<file path="config.mk">
export PLATFORM = sky130hd
export DESIGN_NAME = wdt_top
export DESIGN_NICKNAME = d
export VERILOG_FILES = /design/src/logic/wdt_pkg.sv /design/src/logic/wdt_top.sv
export VERILOG_INCLUDE_DIRS = /design/src /design/src/logic
export SDC_FILE = /design/constraint.sdc
export NUM_CORES = 1
export LEC_CHECK = 0
export ABC_AREA = 1
export BUFFER_PORTS_ARGS = -buffer_cell sky130_fd_sc_hd__buf_4
export CAP_MARGIN = 10
export CORE_MARGIN = 8
export CORE_UTILIZATION = 23
export CTS_CLUSTER_DIAMETER = 40
export CTS_CLUSTER_SIZE = 10
export DETAILED_ROUTE_END_ITERATION = 10
export GPL_TIMING_DRIVEN = 0
export PLACE_DENSITY_LB_ADDON = 0.2
export SLEW_MARGIN = 40
export SYNTH_ARGS = -nofsm -noshare
export SYNTH_HDL_FRONTEND = slang
export SYNTH_SLANG_ARGS = --single-unit
</file>
<file path="constraint.sdc">
create_clock -name pclk -period 5.5 [get_ports pclk]
set_input_delay 0.825 -clock pclk [delete_from_list [all_inputs] [get_ports pclk]]
set_output_delay 0.825 -clock pclk [all_outputs]
set_load 0.005 [all_outputs]
</file>
<file path="src/logic/wdt_params.svh">
/*
  Constant header of the windowed watchdog: register offsets, field positions,
  reset values and timing counts.
  Assumes it is included by bare name from the package; the design file has no include and uses the macros it leaves.
*/
`ifndef WDT_PARAMS_SVH
`define WDT_PARAMS_SVH

// ****************************************************************
// Register byte offsets.
// ****************************************************************
`define WDT_CFG_OFS      12'h000
`define WDT_CAUSE_OFS    12'h004
`define WDT_CMD_OFS      12'h008
`define WDT_IRQ_STAT_OFS 12'h00C
`define WDT_IRQ_MASK_OFS 12'h010
`define WDT_COUNT_OFS    12'h014

// ****************************************************************
// Field positions.
// ****************************************************************
`define WDT_CFG_POST_LSB  0
`define WDT_CFG_PRE_BIT   4
`define WDT_CFG_WIN_BIT   6
`define WDT_CFG_HARD_BIT  7
`define WDT_CAUSE_IDLE    2
`define WDT_CAUSE_SLEEP   3
`define WDT_CAUSE_TO      4
`define WDT_CAUSE_SWEN    5
`define WDT_CMD_CLR       0
`define WDT_CMD_SLEEP     1
`define WDT_CMD_IDLE      2
`define WDT_CMD_WAKE      3
`define WDT_CMD_CLKSW     4
`define WDT_EV_TIMEOUT    0
`define WDT_EV_WAKE       1
`define WDT_EV_EARLY      2

// ****************************************************************
// Reset values.
// ****************************************************************
`define WDT_CFG_RST       8'h4F
`define WDT_MASK_RST      3'h0

// ****************************************************************
// Timing: 10 MHz system clock, 32 kHz oscillator.
// ****************************************************************
`define WDT_SYS_CLK_HZ    10_000_000
`define WDT_LOW_POWER_RC_OSC_HZ       32_000
`define WDT_LOW_POWER_RC_OSC_HALF     (`WDT_SYS_CLK_HZ / (2 * `WDT_LOW_POWER_RC_OSC_HZ))
`define WDT_PRE_SHORT     32
`define WDT_PRE_LONG      128
`define WDT_RESET_CYCLES  16

`endif

</file>
<file path="src/logic/wdt_pkg.sv">
/*
  Types of the windowed watchdog.
  Assumes wdt_params.svh is on the include path.
*/
`include "wdt_params.svh"

package wdt_pkg;

  // Processor core instruction strobes, one cycle each.
  typedef struct packed {
    logic clr;
    logic sleep;
    logic idle;
    logic wake;
    logic clk_switch;
  } wdt_core_cmd_t;

  // Power state of the core as seen by the watchdog.
  typedef enum logic [2:0] {
    WDT_RUN   = 3'b001,
    WDT_SLEEP = 3'b010,
    WDT_IDLE  = 3'b100
  } wdt_pwr_t;

  // Indications back to the core.
  typedef struct packed {
    logic wake_pulse;
    logic reset_req;
  } wdt_core_ind_t;

endpackage : wdt_pkg

</file>
<file path="src/logic/wdt_top.sv">
/*
  Windowed watchdog timer with APB register access and one interrupt line.
  Assumes a 10 MHz pclk, an APB master, and a processor core that issues
  one-cycle instruction strobes on the same clock.
  Read data and the error answer are taken in the APB setup cycle, so a
  register that changes in that very cycle is reported one cycle late.
  The low-power oscillator is modelled as a tick divided from pclk, and the
  watchdog reset request is handed to the core as a level of fixed length.
*/
`timescale 1ns/100ps
`default_nettype none

// Overview of operation
// - The counter runs from the low-power RC oscillator, which is on whenever the watchdog is.
// - The prescaler divides the 32 kHz clock by 32 or by 128 per the prescale select bit.
// - Without postscaling the timeout is 1 ms in 5-bit mode and 4 ms in 7-bit mode.
// - A 4-bit postscale select picks a ratio from 1:1 to 1:32768 in powers of two.
// - Device reset and a finished clock switch clear counter, prescaler and postscaler.
// - A power-save instruction clears counter, prescaler and postscaler.
// - Leaving sleep or idle clears counter, prescaler and postscaler.
// - A clear instruction in normal execution clears counter, prescaler and postscaler.
// - An enabled watchdog keeps counting in sleep and idle.
// - A timeout in sleep or idle wakes the core instead of resetting it.
// - With the hard enable bit set the watchdog always runs.
// - With the hard enable bit clear the watchdog runs only while the soft enable bit is set.
// - Only presetn or a write to the reset-cause register clears the soft enable bit; the watchdog's own reset request leaves it set.
// - In window mode a clear before the last quarter of the period resets the device; not with the 128 prescaler at 1:32768, where the period wraps to zero.
// - Hardware sets the timeout flag and never clears it; software clears it.
module wdt_top #(
  parameter int POST_W = 15
) (
  // Clock and reset.
  input  wire  logic                   pclk,
  input  wire  logic                   presetn,
  // APB slave.
  input  wire  logic                   psel,
  input  wire  logic                   penable,
  input  wire  logic                   pwrite,
  input  wire  logic [11:0]            paddr,
  input  wire  logic [31:0]            pwdata,
  output logic       [31:0]            prdata,
  output logic                         pready,
  output logic                         pslverr,
  // Processor core.
  input  wire  wdt_pkg::wdt_core_cmd_t core_cmd,
  output wdt_pkg::wdt_core_ind_t       core_ind,
  output logic                         osc_enable,
  // Interrupt.
  output logic                         irq
);
  import wdt_pkg::*;

  // ****************************************************************
  // Register state.
  // ****************************************************************
  logic [7:0]        cfg_r;
  logic              soft_en_r;
  logic              flag_to_r;
  logic              flag_sleep_r;
  logic              flag_idle_r;
  logic [2:0]        stat_r;
  logic [2:0]        mask_r;
  wdt_pwr_t          pwr_r;
  logic              wd_en;
  logic              wr_en;
  logic              rd_en;
  logic              apb_clr;
  logic              apb_sleep;
  logic              apb_idle;
  logic              apb_wake;
  logic              apb_clksw;
  wdt_core_cmd_t     cmd;

  assign wr_en   = psel && penable && pwrite;
  assign rd_en   = psel && penable && !pwrite;
  assign pready  = 1'b1;

  assign apb_clr   = wr_en && (paddr == `WDT_CMD_OFS) && pwdata[`WDT_CMD_CLR];
  assign apb_sleep = wr_en && (paddr == `WDT_CMD_OFS) && pwdata[`WDT_CMD_SLEEP];
  assign apb_idle  = wr_en && (paddr == `WDT_CMD_OFS) && pwdata[`WDT_CMD_IDLE];
  assign apb_wake  = wr_en && (paddr == `WDT_CMD_OFS) && pwdata[`WDT_CMD_WAKE];
  assign apb_clksw = wr_en && (paddr == `WDT_CMD_OFS) && pwdata[`WDT_CMD_CLKSW];

  // Core strobes and the command register act the same way.
  assign cmd.clr        = core_cmd.clr || apb_clr;
  assign cmd.sleep      = core_cmd.sleep || apb_sleep;
  assign cmd.idle       = core_cmd.idle || apb_idle;
  assign cmd.wake       = core_cmd.wake || apb_wake;
  assign cmd.clk_switch = core_cmd.clk_switch || apb_clksw;

  assign wd_en      = cfg_r[`WDT_CFG_HARD_BIT] || soft_en_r;
  assign osc_enable = wd_en;

  // ****************************************************************
  // Low-power oscillator model: a 32 kHz enable from the system clock.
  // ****************************************************************
  localparam int OSC_HALF = `WDT_LOW_POWER_RC_OSC_HALF;
  localparam int OSC_W    = $clog2(2 * OSC_HALF + 1);
  logic [OSC_W-1:0] osc_cnt_r;
  logic             osc_tick;

  assign osc_tick = wd_en && (osc_cnt_r == OSC_W'(2 * OSC_HALF - 1));

  always_ff @(posedge pclk or negedge presetn) begin
    if (!presetn) begin
      osc_cnt_r <= '0;
    end else if (!wd_en || osc_tick) begin
      osc_cnt_r <= '0;
    end else begin
      osc_cnt_r <= osc_cnt_r + OSC_W'(1);
    end
  end

  // ****************************************************************
  // Prescaler, postscaler and window.
  // ****************************************************************
  logic [6:0]        pre_r;
  logic [POST_W-1:0] post_r;
  logic              pre_done;
  logic [POST_W-1:0] post_last;
  logic              timeout;
  logic              cnt_clear;
  logic              in_window;
  logic              early_clr;
  logic [POST_W+6:0] elapsed;
  logic [POST_W+6:0] period;

  assign pre_done = osc_tick && (cfg_r[`WDT_CFG_PRE_BIT]
                    ? (pre_r == 7'(`WDT_PRE_LONG - 1))
                    : (pre_r == 7'(`WDT_PRE_SHORT - 1)));
  assign post_last = POST_W'((1 << cfg_r[3:0]) - 1);
  assign timeout   = wd_en && pre_done && (post_r == post_last);

  // Position in the period, in oscillator ticks, for the window check.
  assign elapsed = cfg_r[`WDT_CFG_PRE_BIT]
                 ? {post_r, pre_r} : {2'b00, post_r, pre_r[4:0]};
  assign period  = cfg_r[`WDT_CFG_PRE_BIT]
                 ? (POST_W + 7)'(128) << cfg_r[3:0]
                 : (POST_W + 7)'(32) << cfg_r[3:0];
  // A clear in the first three quarters of the period is early, except with the 128 prescaler at 1:32768; it still restarts the count.
  assign in_window = (elapsed >= (period - (period >> 2)));
  assign early_clr = wd_en && cmd.clr && (pwr_r == WDT_RUN)
                     && !cfg_r[`WDT_CFG_WIN_BIT] && !in_window;

  logic clr_switch;
  logic clr_enter;
  logic clr_exit;
  logic clr_instr;

  assign clr_switch = cmd.clk_switch;
  assign clr_enter  = cmd.sleep || cmd.idle;
  assign clr_exit   = cmd.wake && (pwr_r != WDT_RUN);
  assign clr_instr  = cmd.clr && (pwr_r == WDT_RUN);

  // A disabled watchdog holds its count at zero, and a timeout restarts it.
  assign cnt_clear = !wd_en || clr_switch || clr_enter || clr_exit || clr_instr || timeout;

  // Prescaler: counts oscillator ticks up to the selected divide ratio.
  always_ff @(posedge pclk or negedge presetn) begin
    if (!presetn) begin
      pre_r <= '0;
    end else if (cnt_clear || pre_done) begin
      pre_r <= '0;
    end else if (osc_tick) begin
      pre_r <= pre_r + 7'(1);
    end
  end

  // Postscaler: counts completed prescaler rounds.
  always_ff @(posedge pclk or negedge presetn) begin
    if (!presetn) begin
      post_r <= '0;
    end else if (cnt_clear) begin
      post_r <= '0;
    end else if (pre_done) begin
      post_r <= post_r + POST_W'(1);
    end
  end

  // ****************************************************************
  // Power state, wake and device reset request.
  // ****************************************************************
  logic to_run;
  logic to_sleep;
  logic rst_fire;
  logic [4:0] rst_cnt_r;
  logic       wake_r;

  assign to_run   = timeout && (pwr_r == WDT_RUN);
  assign to_sleep = timeout && (pwr_r != WDT_RUN);
  assign rst_fire = to_run || early_clr;

  always_ff @(posedge pclk or negedge presetn) begin
    if (!presetn) begin
      pwr_r <= WDT_RUN;
    end else if (to_sleep || cmd.wake) begin
      pwr_r <= WDT_RUN;
    end else if (cmd.sleep) begin
      pwr_r <= WDT_SLEEP;
    end else if (cmd.idle) begin
      pwr_r <= WDT_IDLE;
    end
  end

  // Wake is a registered one-cycle pulse; both indication fields are driven by assigns.
  always_ff @(posedge pclk or negedge presetn) begin
    if (!presetn) begin
      wake_r <= 1'b0;
    end else begin
      wake_r <= to_sleep;
    end
  end
  assign core_ind.wake_pulse = wake_r;

  // Reset request is held for a fixed number of cycles.
  always_ff @(posedge pclk or negedge presetn) begin
    if (!presetn) begin
      rst_cnt_r <= '0;
    end else if (rst_fire) begin
      rst_cnt_r <= 5'(`WDT_RESET_CYCLES);
    end else if (rst_cnt_r != 5'd0) begin
      rst_cnt_r <= rst_cnt_r - 5'd1;
    end
  end
  assign core_ind.reset_req = (rst_cnt_r != 5'd0);

  // ****************************************************************
  // Configuration and reset-cause registers.
  // ****************************************************************
  always_ff @(posedge pclk or negedge presetn) begin
    if (!presetn) begin
      cfg_r <= `WDT_CFG_RST;
    end else if (wr_en && paddr == `WDT_CFG_OFS) begin
      cfg_r <= pwdata[7:0];
    end
  end

  always_ff @(posedge pclk or negedge presetn) begin
    if (!presetn) begin
      soft_en_r <= 1'b0;
    end else if (wr_en && paddr == `WDT_CAUSE_OFS) begin
      soft_en_r <= pwdata[`WDT_CAUSE_SWEN];
    end
  end

  // In each flag below a hardware set wins over a software clear in the same cycle.
  always_ff @(posedge pclk or negedge presetn) begin
    if (!presetn) begin
      flag_to_r <= 1'b0;
    end else if (timeout) begin
      flag_to_r <= 1'b1;
    end else if (wr_en && paddr == `WDT_CAUSE_OFS) begin
      flag_to_r <= pwdata[`WDT_CAUSE_TO] & flag_to_r;
    end
  end

  always_ff @(posedge pclk or negedge presetn) begin
    if (!presetn) begin
      flag_sleep_r <= 1'b0;
    end else if (cmd.sleep) begin
      flag_sleep_r <= 1'b1;
    end else if (wr_en && paddr == `WDT_CAUSE_OFS) begin
      flag_sleep_r <= pwdata[`WDT_CAUSE_SLEEP] & flag_sleep_r;
    end
  end

  always_ff @(posedge pclk or negedge presetn) begin
    if (!presetn) begin
      flag_idle_r <= 1'b0;
    end else if (cmd.idle) begin
      flag_idle_r <= 1'b1;
    end else if (wr_en && paddr == `WDT_CAUSE_OFS) begin
      flag_idle_r <= pwdata[`WDT_CAUSE_IDLE] & flag_idle_r;
    end
  end

  // ****************************************************************
  // Interrupt status and mask.
  // ****************************************************************
  logic [2:0] ev;
  logic       stat_rd;
  logic [31:0] prdata_r;

  assign ev      = {early_clr, to_sleep, timeout};
  assign stat_rd = rd_en && (paddr == `WDT_IRQ_STAT_OFS);

  always_ff @(posedge pclk or negedge presetn) begin
    if (!presetn) begin
      stat_r <= '0;
    end else if (stat_rd) begin
      // Only the reported bits clear, so an event after the capture is kept.
      stat_r <= (stat_r & ~prdata_r[2:0]) | ev;
    end else begin
      stat_r <= stat_r | ev;
    end
  end

  always_ff @(posedge pclk or negedge presetn) begin
    if (!presetn) begin
      mask_r <= `WDT_MASK_RST;
    end else if (wr_en && paddr == `WDT_IRQ_MASK_OFS) begin
      mask_r <= pwdata[2:0];
    end
  end

  assign irq = |(stat_r & mask_r);

  // ****************************************************************
  // APB read data and error answer.
  // ****************************************************************
  logic [31:0] rd_nxt;
  logic        err_nxt;

  always_comb begin
    rd_nxt  = 32'h0000_0000;
    err_nxt = 1'b0;
    if (paddr == `WDT_CFG_OFS) begin
      rd_nxt[7:0] = cfg_r;
    end else if (paddr == `WDT_CAUSE_OFS) begin
      rd_nxt[`WDT_CAUSE_SWEN]  = soft_en_r;
      rd_nxt[`WDT_CAUSE_TO]    = flag_to_r;
      rd_nxt[`WDT_CAUSE_SLEEP] = flag_sleep_r;
      rd_nxt[`WDT_CAUSE_IDLE]  = flag_idle_r;
    end else if (paddr == `WDT_CMD_OFS) begin
      rd_nxt[2:0] = pwr_r;
    end else if (paddr == `WDT_IRQ_STAT_OFS) begin
      rd_nxt[2:0] = stat_r;
    end else if (paddr == `WDT_IRQ_MASK_OFS) begin
      rd_nxt[2:0] = mask_r;
    end else if (paddr == `WDT_COUNT_OFS) begin
      rd_nxt[POST_W+6:0] = elapsed;
    end else begin
      err_nxt = 1'b1;
    end
  end

  // Read data and the error answer are captured in the setup cycle, so both
  // leave flip-flops (the error answer gated with psel and penable) and stand unchanged through the whole access phase.
  logic setup_ph;
  logic err_r;

  assign setup_ph = psel && !penable;

  always_ff @(posedge pclk or negedge presetn) begin
    if (!presetn) begin
      prdata_r <= 32'h0000_0000;
    end else if (setup_ph && !pwrite) begin
      prdata_r <= rd_nxt;
    end else begin
      prdata_r <= 32'h0000_0000;
    end
  end

  always_ff @(posedge pclk or negedge presetn) begin
    if (!presetn) begin
      err_r <= 1'b0;
    end else if (setup_ph) begin
      err_r <= err_nxt;
    end
  end

  assign prdata  = prdata_r;
  assign pslverr = psel && penable && err_r;

endmodule // wdt_top

`default_nettype wire

</file>
# Yosys cells after proc, flatten, opt, wreduce, memory -nomap -nowiden
# Index checks and enable logic that the tools add are counted.
[classes]
eq_ne = 11
shifts = 3
n_addsub = 6
order_cmp = 1
reduce_logical = 59
bitwise = 8
muxes = 39
[op_table]
columns = ["cell", "n"]
rows = [
  ["two-way mux 22 bit", 4],
  ["two-way mux 19 bit", 3],
  ["two-way mux 15 bit", 2],
  ["logical AND 1 bit", 28],
  ["equality test 12 x 4 -> 1 bit, second input constant", 2],
  ["equality test 12 x 5 -> 1 bit, second input constant", 2],
  [">= comparator 22 bit", 1],
  ["left shift 6 x 4 -> 22 bit, first input constant", 1],
  ["left shift 8 x 4 -> 22 bit, first input constant", 1],
  ["subtractor 22 x 20 -> 22 bit", 1],
  ["two-way mux 3 bit", 7],
  ["logical OR 1 bit", 16],
  ["two-way mux 16 bit", 1],
  ["adder 15 x 1 -> 15 bit, second input constant", 1],
  ["equality test 15 bit", 1],
  ["left shift 1 x 4 -> 15 bit, first input constant", 1],
  ["subtractor 15 x 2 -> 15 bit, second input constant", 1],
  ["two-way mux 14 bit", 1],
  ["two-way mux 7 bit", 2],
  ["two-way mux 1 bit", 13],
  ["equality test 12 x 3 -> 1 bit, second input constant", 1],
  ["zero test 12 bit", 1],
  ["nonzero test 2 bit", 6],
  ["two-way mux 5 bit", 2],
  ["other kinds (20)", 28],
]
[totals]
reg_bits = 91
elab_cells = 142

# Longest topological paths before layout
[depth]
ltp_word = 12
depth_mapped = 25

# Worst setup path after synthesis
# OpenSTA, ideal clock, no wires.
[synth_path]
path_type = "reg-to-reg"
startpoint = "register cfg_r[0]"
endpoint = "register rst_cnt_r[0]"
t_required_ps = 5428
path_slack_ps = 2216
n_path_buf = 1
t_arrival_ps = 3212
setup_ps = 72
stages_incl_launch_ff = 25
period_less_slack_ps = 3284
path_cell_list = "dfstp_2 > buf_4 > nand3_1 > nand2_1 > inv_1 > nor3_1 > inv_1 > ha_1 > a21oi_1 > inv_1 > nand4_1 > nand2_1 > a21oi_1 > nand3_1 > nand2_1 > nand2_1 > ha_1 > nand2_1 > inv_1 > nand3_1 > nor3_1 > o21ai_0 > nand4_1 > nand2_1 > nor2_1"
[synth_between]
elab_chain_cells = 8
[synth_lines]
columns = ["item", "line", "rtl"]
rows = [
  ["from (decl)", "wdt_top.sv:56", "logic [7:0] cfg_r;"],
  ["from (signal assigned)", "wdt_top.sv:232", "cfg_r <= `WDT_CFG_RST;"],
  ["from (signal assigned)", "wdt_top.sv:234", "cfg_r <= pwdata[7:0];"],
  ["left shift 8 x 4 -> 22 bit or left shift 6 x 4 -> 22 bit (tied branches)", "wdt_top.sv:138, wdt_top.sv:139", ""],
  ["two-way mux 22 bit", "wdt_top.sv:137", "assign period = cfg_r[`WDT_CFG_PRE_BIT]"],
  ["subtractor 22 x 20 -> 22 bit", "wdt_top.sv:141", "assign in_window = (elapsed >= (period - (period >> 2)));"],
  [">= comparator 22 bit", "wdt_top.sv:141", ""],
  ["zero test 1 bit", "wdt_top.sv:143", "&& !cfg_r[`WDT_CFG_WIN_BIT] && !in_window;"],
  ["logical AND 1 bit", "wdt_top.sv:142", "assign early_clr = wd_en && cmd.clr && (pwr_r == WDT_RUN)"],
  ["logical OR 1 bit (*)", "wdt_top.sv:191", "assign rst_fire = to_run || early_clr;"],
  ["two-way mux 5 bit or nonzero test 2 bit (tied branches)", "-", ""],
  ["to (signal assigned)", "wdt_top.sv:220", "rst_cnt_r <= 5'(`WDT_RESET_CYCLES);"],
  ["to (signal assigned)", "wdt_top.sv:222", "rst_cnt_r <= rst_cnt_r - 5'd1;"],
  ["to (decl)", "wdt_top.sv:186", "logic [4:0] rst_cnt_r;"],
]
# Every way passes the cells marked *; elsewhere a longest branch is shown, timed or not.
# A chain may end at the register's enable or synchronous reset.

# Worst setup path after layout
[layout_path]
startpoint = "register cfg_r[0]"
endpoint = "register rst_cnt_r[1]"
# The elaborated chain is that of the path after synthesis.

==> run summary <==
total CTS buffers: 9
router iterations before antenna repair: 5
PwrDens: 180.3 nW/um^2
CP top delay family: simple AND/OR/NAND/NOR gates
Setup WS pre-CTS: 1.017 ns
Syn-to-layout area delta: 18.99%
H-tree depth: 3
GRT Overall Usage: 12.67%
aggregate global routing overflow: 0
placed cell areas: 7528 um^2
CTS Sinks: 81
largest net degree at the start of global routing: 82
# Post-CTS Setup Buffers: 0
post-layout minimum cycle time: 4.437 ns
Max VDD drop: 0.1335 mV
unrepaired setup endpoints after global routing: false
Final Worst Setup Slack: 1.063 ns
CP arrival: 4.67 ns
Setup-failing EPs final: 0
post-route design area: 7841 um^2
Setup Skew: 0.01619 ns
Reg clk slew, reported paths: 0.07 ns
Hold Fails Final Rpt: 0
clock buffer depth: 2
CTS tree: built
vias: 6523
CP required: 5.74 ns
period utilization: 80.68%
die area: 34330 um^2
Core ar.: 28470 um^2
Ys Warns: 0
Startpoint Class: flop
CP cell instances: buf_4 > nand3_1 > nand2_1 > inv_1 > nor3_1 > inv_1 > ha_1 > a21oi_1 > inv_1 > nand4_1 > nand2_1 > a21oi_1 > nand3_1 > nand2_1 > nand2_1 > ha_1 > a21oi_1 > o21ai_0 > a21oi_1 > nand4_1 > nand2_1 > nor2_1
sequential area share after synthesis: 30.87%
max-cap check violation count: 0
Netlist cell types: 43
final net count: 1165
Fmax: 225.4 MHz
Post-CTS Hold Fix Bufs: 0
final WL: 21.18 mm
root buffer cell: clkbuf_16
setup tns final: 0 ns
ratio of cells with drive above 1 in the final layout: 12.11%
I/O Pins: 92
CP bufs+invs: 4
static leakage: 0.003957 uW
Slew @ Worst Pin: 0.7556 ns
class of the worst hold path: reg2reg
wire length of the first global-routing pass: 34.29 mm
Top FF cell, synth: dfrtp_1
worst-path fanout max: 10
final core utilization: 27.54%
Post-route DRC: 0
critical path class: reg2reg
antenna diode count: 0
Slew Viols, Final: 0
Final HPWL DP: 17.05 mm
Critical Path Max Stage Delay: 0.53 ns
DRT antenna net count: 0
synthesized cell area: 6590 um^2
Yosys reg bits: 81
initial core utilization: 23.15%
Cells after Synth: 1001
initial antenna violation count: 0
critical path endpoint category: flop
Avg Inst Size Synth: 6.583 um^2
WL/cell: 14.45 um
chip width: 185.3 um
Post-synth EDFFs: 0
outcome: finished clean
r2r setup slk: 1.06 ns
Worst slew margin: 49.16%
standard-cell row count: 62
fraction of registers with async set/reset: 100.0%
Clock Latency Late Sink: 0.36 ns
Critical Path Most Common Cell: nand2_1
Worst path slowest cell: dfstp_2
vias in the first global route: 6360
DR iter-0 viols: 498
post-CTS sizing: 0
GPL Wtd Cong: 0.9395
Vias/cell: 4.450
Port Buffer Count: 56
Die Ht: 185.3 um
[where the power goes]
part | leakage [uW] | internal, uW | switching [uW] | total, uW
clock | 0.000150 | 360 | 274 | 633
sequential | 0.00106 | 619 | 17.0 | 636
combinational | 0.00274 | 66.2 | 78.6 | 145
[cells in the mapped netlist (2+ instances only)]
library cell  number  share of area [%]
nand2_1          256                 15
inv_1            145                8.3
nor2_1           128                7.3
nand3_1           80                6.1
dfrtp_1           75                 28
o21ai_0           56                4.3
nand4_1           39                3.7
a21oi_1           37                2.8
ha_1              34                6.5
xor2_1            31                4.1
buf_4             15                1.7
nor3_1            12               0.91
clkbuf_1           9               0.51
nor2_2             8               0.76
buf_2              7               0.53
nor4_1             7               0.66
dfstp_2            6                2.4
nand2_2            6               0.57
inv_2              5               0.28
buf_6              4               0.68
nand3_2            4               0.61
nor3b_1            4               0.46
o21bai_1           4               0.46
o21a_1             3               0.34
xnor2_1            3               0.40
a221oi_1           2               0.27
a32o_1             2               0.30
conb_1             2               0.11
mux2_2             2               0.34
nand3b_1           2               0.23
[area by class of cell]
class | count | area, um^2
buffer | 36 | 230.2
clock buffer | 9 | 225.2
clock inverter | 7 | 85.08
fill | 3225 | 20630
inverter | 150 | 563.0
multi-input combinational | 743 | 3796
sequential | 81 | 2034
tap | 384 | 480.5
timing repair buffer | 56 | 426.7
[sequential cells by signal, indices dropped and copies added, names as in the netlist]
register      count
soft_en_r         1
wake_r            1
stat_r            3
pwr_r             3
flag_idle_r       1
rst_cnt_r         5
err_r             1
flag_sleep_r      1
flag_to_r         1
mask_r            3
cfg_r             8
pre_r             7
post_r           15
osc_cnt_r         9
prdata           22
[cell families after synthesis]
| kind of cell | share of synthesized area, % |
|---|---|
| mux | 0.3417 |
| xor+xnor | 4.519 |
| compound gates | 9.171 |
| flops | 30.87 |
| buf+inv | 12.04 |
| fa+ha+maj | 6.455 |
| simple gates | 36.49 |
| other cells | 0.1140 |
[per-layer routing]
metal / GRT usage [%] / part of all wire, % / up-vias
met5: 0 / 0 / -
met3: 2.628 / 5.5 / 28
met1: 17.39 / 50 / 2992
met4: 3.841 / 2.0 / 0
li1: - / - / 3344
met2: 19.61 / 43 / 159
[worst reg2reg max path: stages, from the launching register on]
cell,delay (ns)
dfstp_2,0.53
buf_4,0.18
nand3_1,0.09
nand2_1,0.22
inv_1,0.07
nor3_1,0.31
inv_1,0.09
ha_1,0.37
a21oi_1,0.23
inv_1,0.06
nand4_1,0.08
nand2_1,0.08
a21oi_1,0.21
nand3_1,0.10
nand2_1,0.07
nand2_1,0.10
ha_1,0.31
a21oi_1,0.15
o21ai_0,0.12
a21oi_1,0.22
nand4_1,0.37
nand2_1,0.29
nor2_1,0.07
[stage by stage]
step	power (uW)	std cells	hold WS [ns]
after floorplan	738.0	1010	0.4329
after global placement	790.3	1450	0.4579
after detailed placement	794.0	1450	0.4623
after CTS	1436	1466	0.4727
after global routing	1485	1466	0.5136
final	1414	1466	0.4674
[layout by cell type (no fill, tap or decap), types with 2 or more instances in the layout]
| cell | count |
|---|---|
| a21oi_1 | 37 |
| a221oi_1 | 2 |
| a32o_1 | 2 |
| buf_2 | 7 |
| buf_4 | 70 |
| buf_6 | 4 |
| clkbuf_1 | 9 |
| clkbuf_16 | 9 |
| conb_1 | 11 |
| dfrtp_1 | 75 |
| dfstp_2 | 6 |
| ha_1 | 34 |
| inv_1 | 145 |
| inv_2 | 5 |
| inv_6 | 3 |
| mux2_2 | 2 |
| nand2_1 | 256 |
| nand2_2 | 6 |
| nand3_1 | 80 |
| nand3_2 | 4 |
| nand3b_1 | 2 |
| nand4_1 | 39 |
| nor2_1 | 128 |
| nor2_2 | 8 |
| nor3_1 | 12 |
| nor3b_1 | 4 |
| nor4_1 | 7 |
| o21a_1 | 3 |
| o21ai_0 | 56 |
| o21bai_1 | 4 |
| xnor2_1 | 3 |
| xor2_1 | 31 |
[final timing paths]
| check | from | end | cells after the start |
|---|---|---|---|
| max in group asynchronous | presetn | prdata[21]$_DFF_PN0_ | 1 |
| setup reg to reg | cfg_r[0]$_DFFE_PN1P_ | rst_cnt_r[1]$_DFFE_PN0P_ | 22 |
| min in group asynchronous | presetn | osc_cnt_r[6]$_DFF_PN0_ | 1 |
| setup / recovery | cfg_r[0]$_DFFE_PN1P_ | rst_cnt_r[1]$_DFFE_PN0P_ | 22 |
| hold / removal | osc_cnt_r[0]$_DFF_PN0_ | osc_cnt_r[0]$_DFF_PN0_ | 1 |
| hold reg to reg | osc_cnt_r[0]$_DFF_PN0_ | osc_cnt_r[0]$_DFF_PN0_ | 1 |
Note: power is estimated with default switching activity, not from simulation.
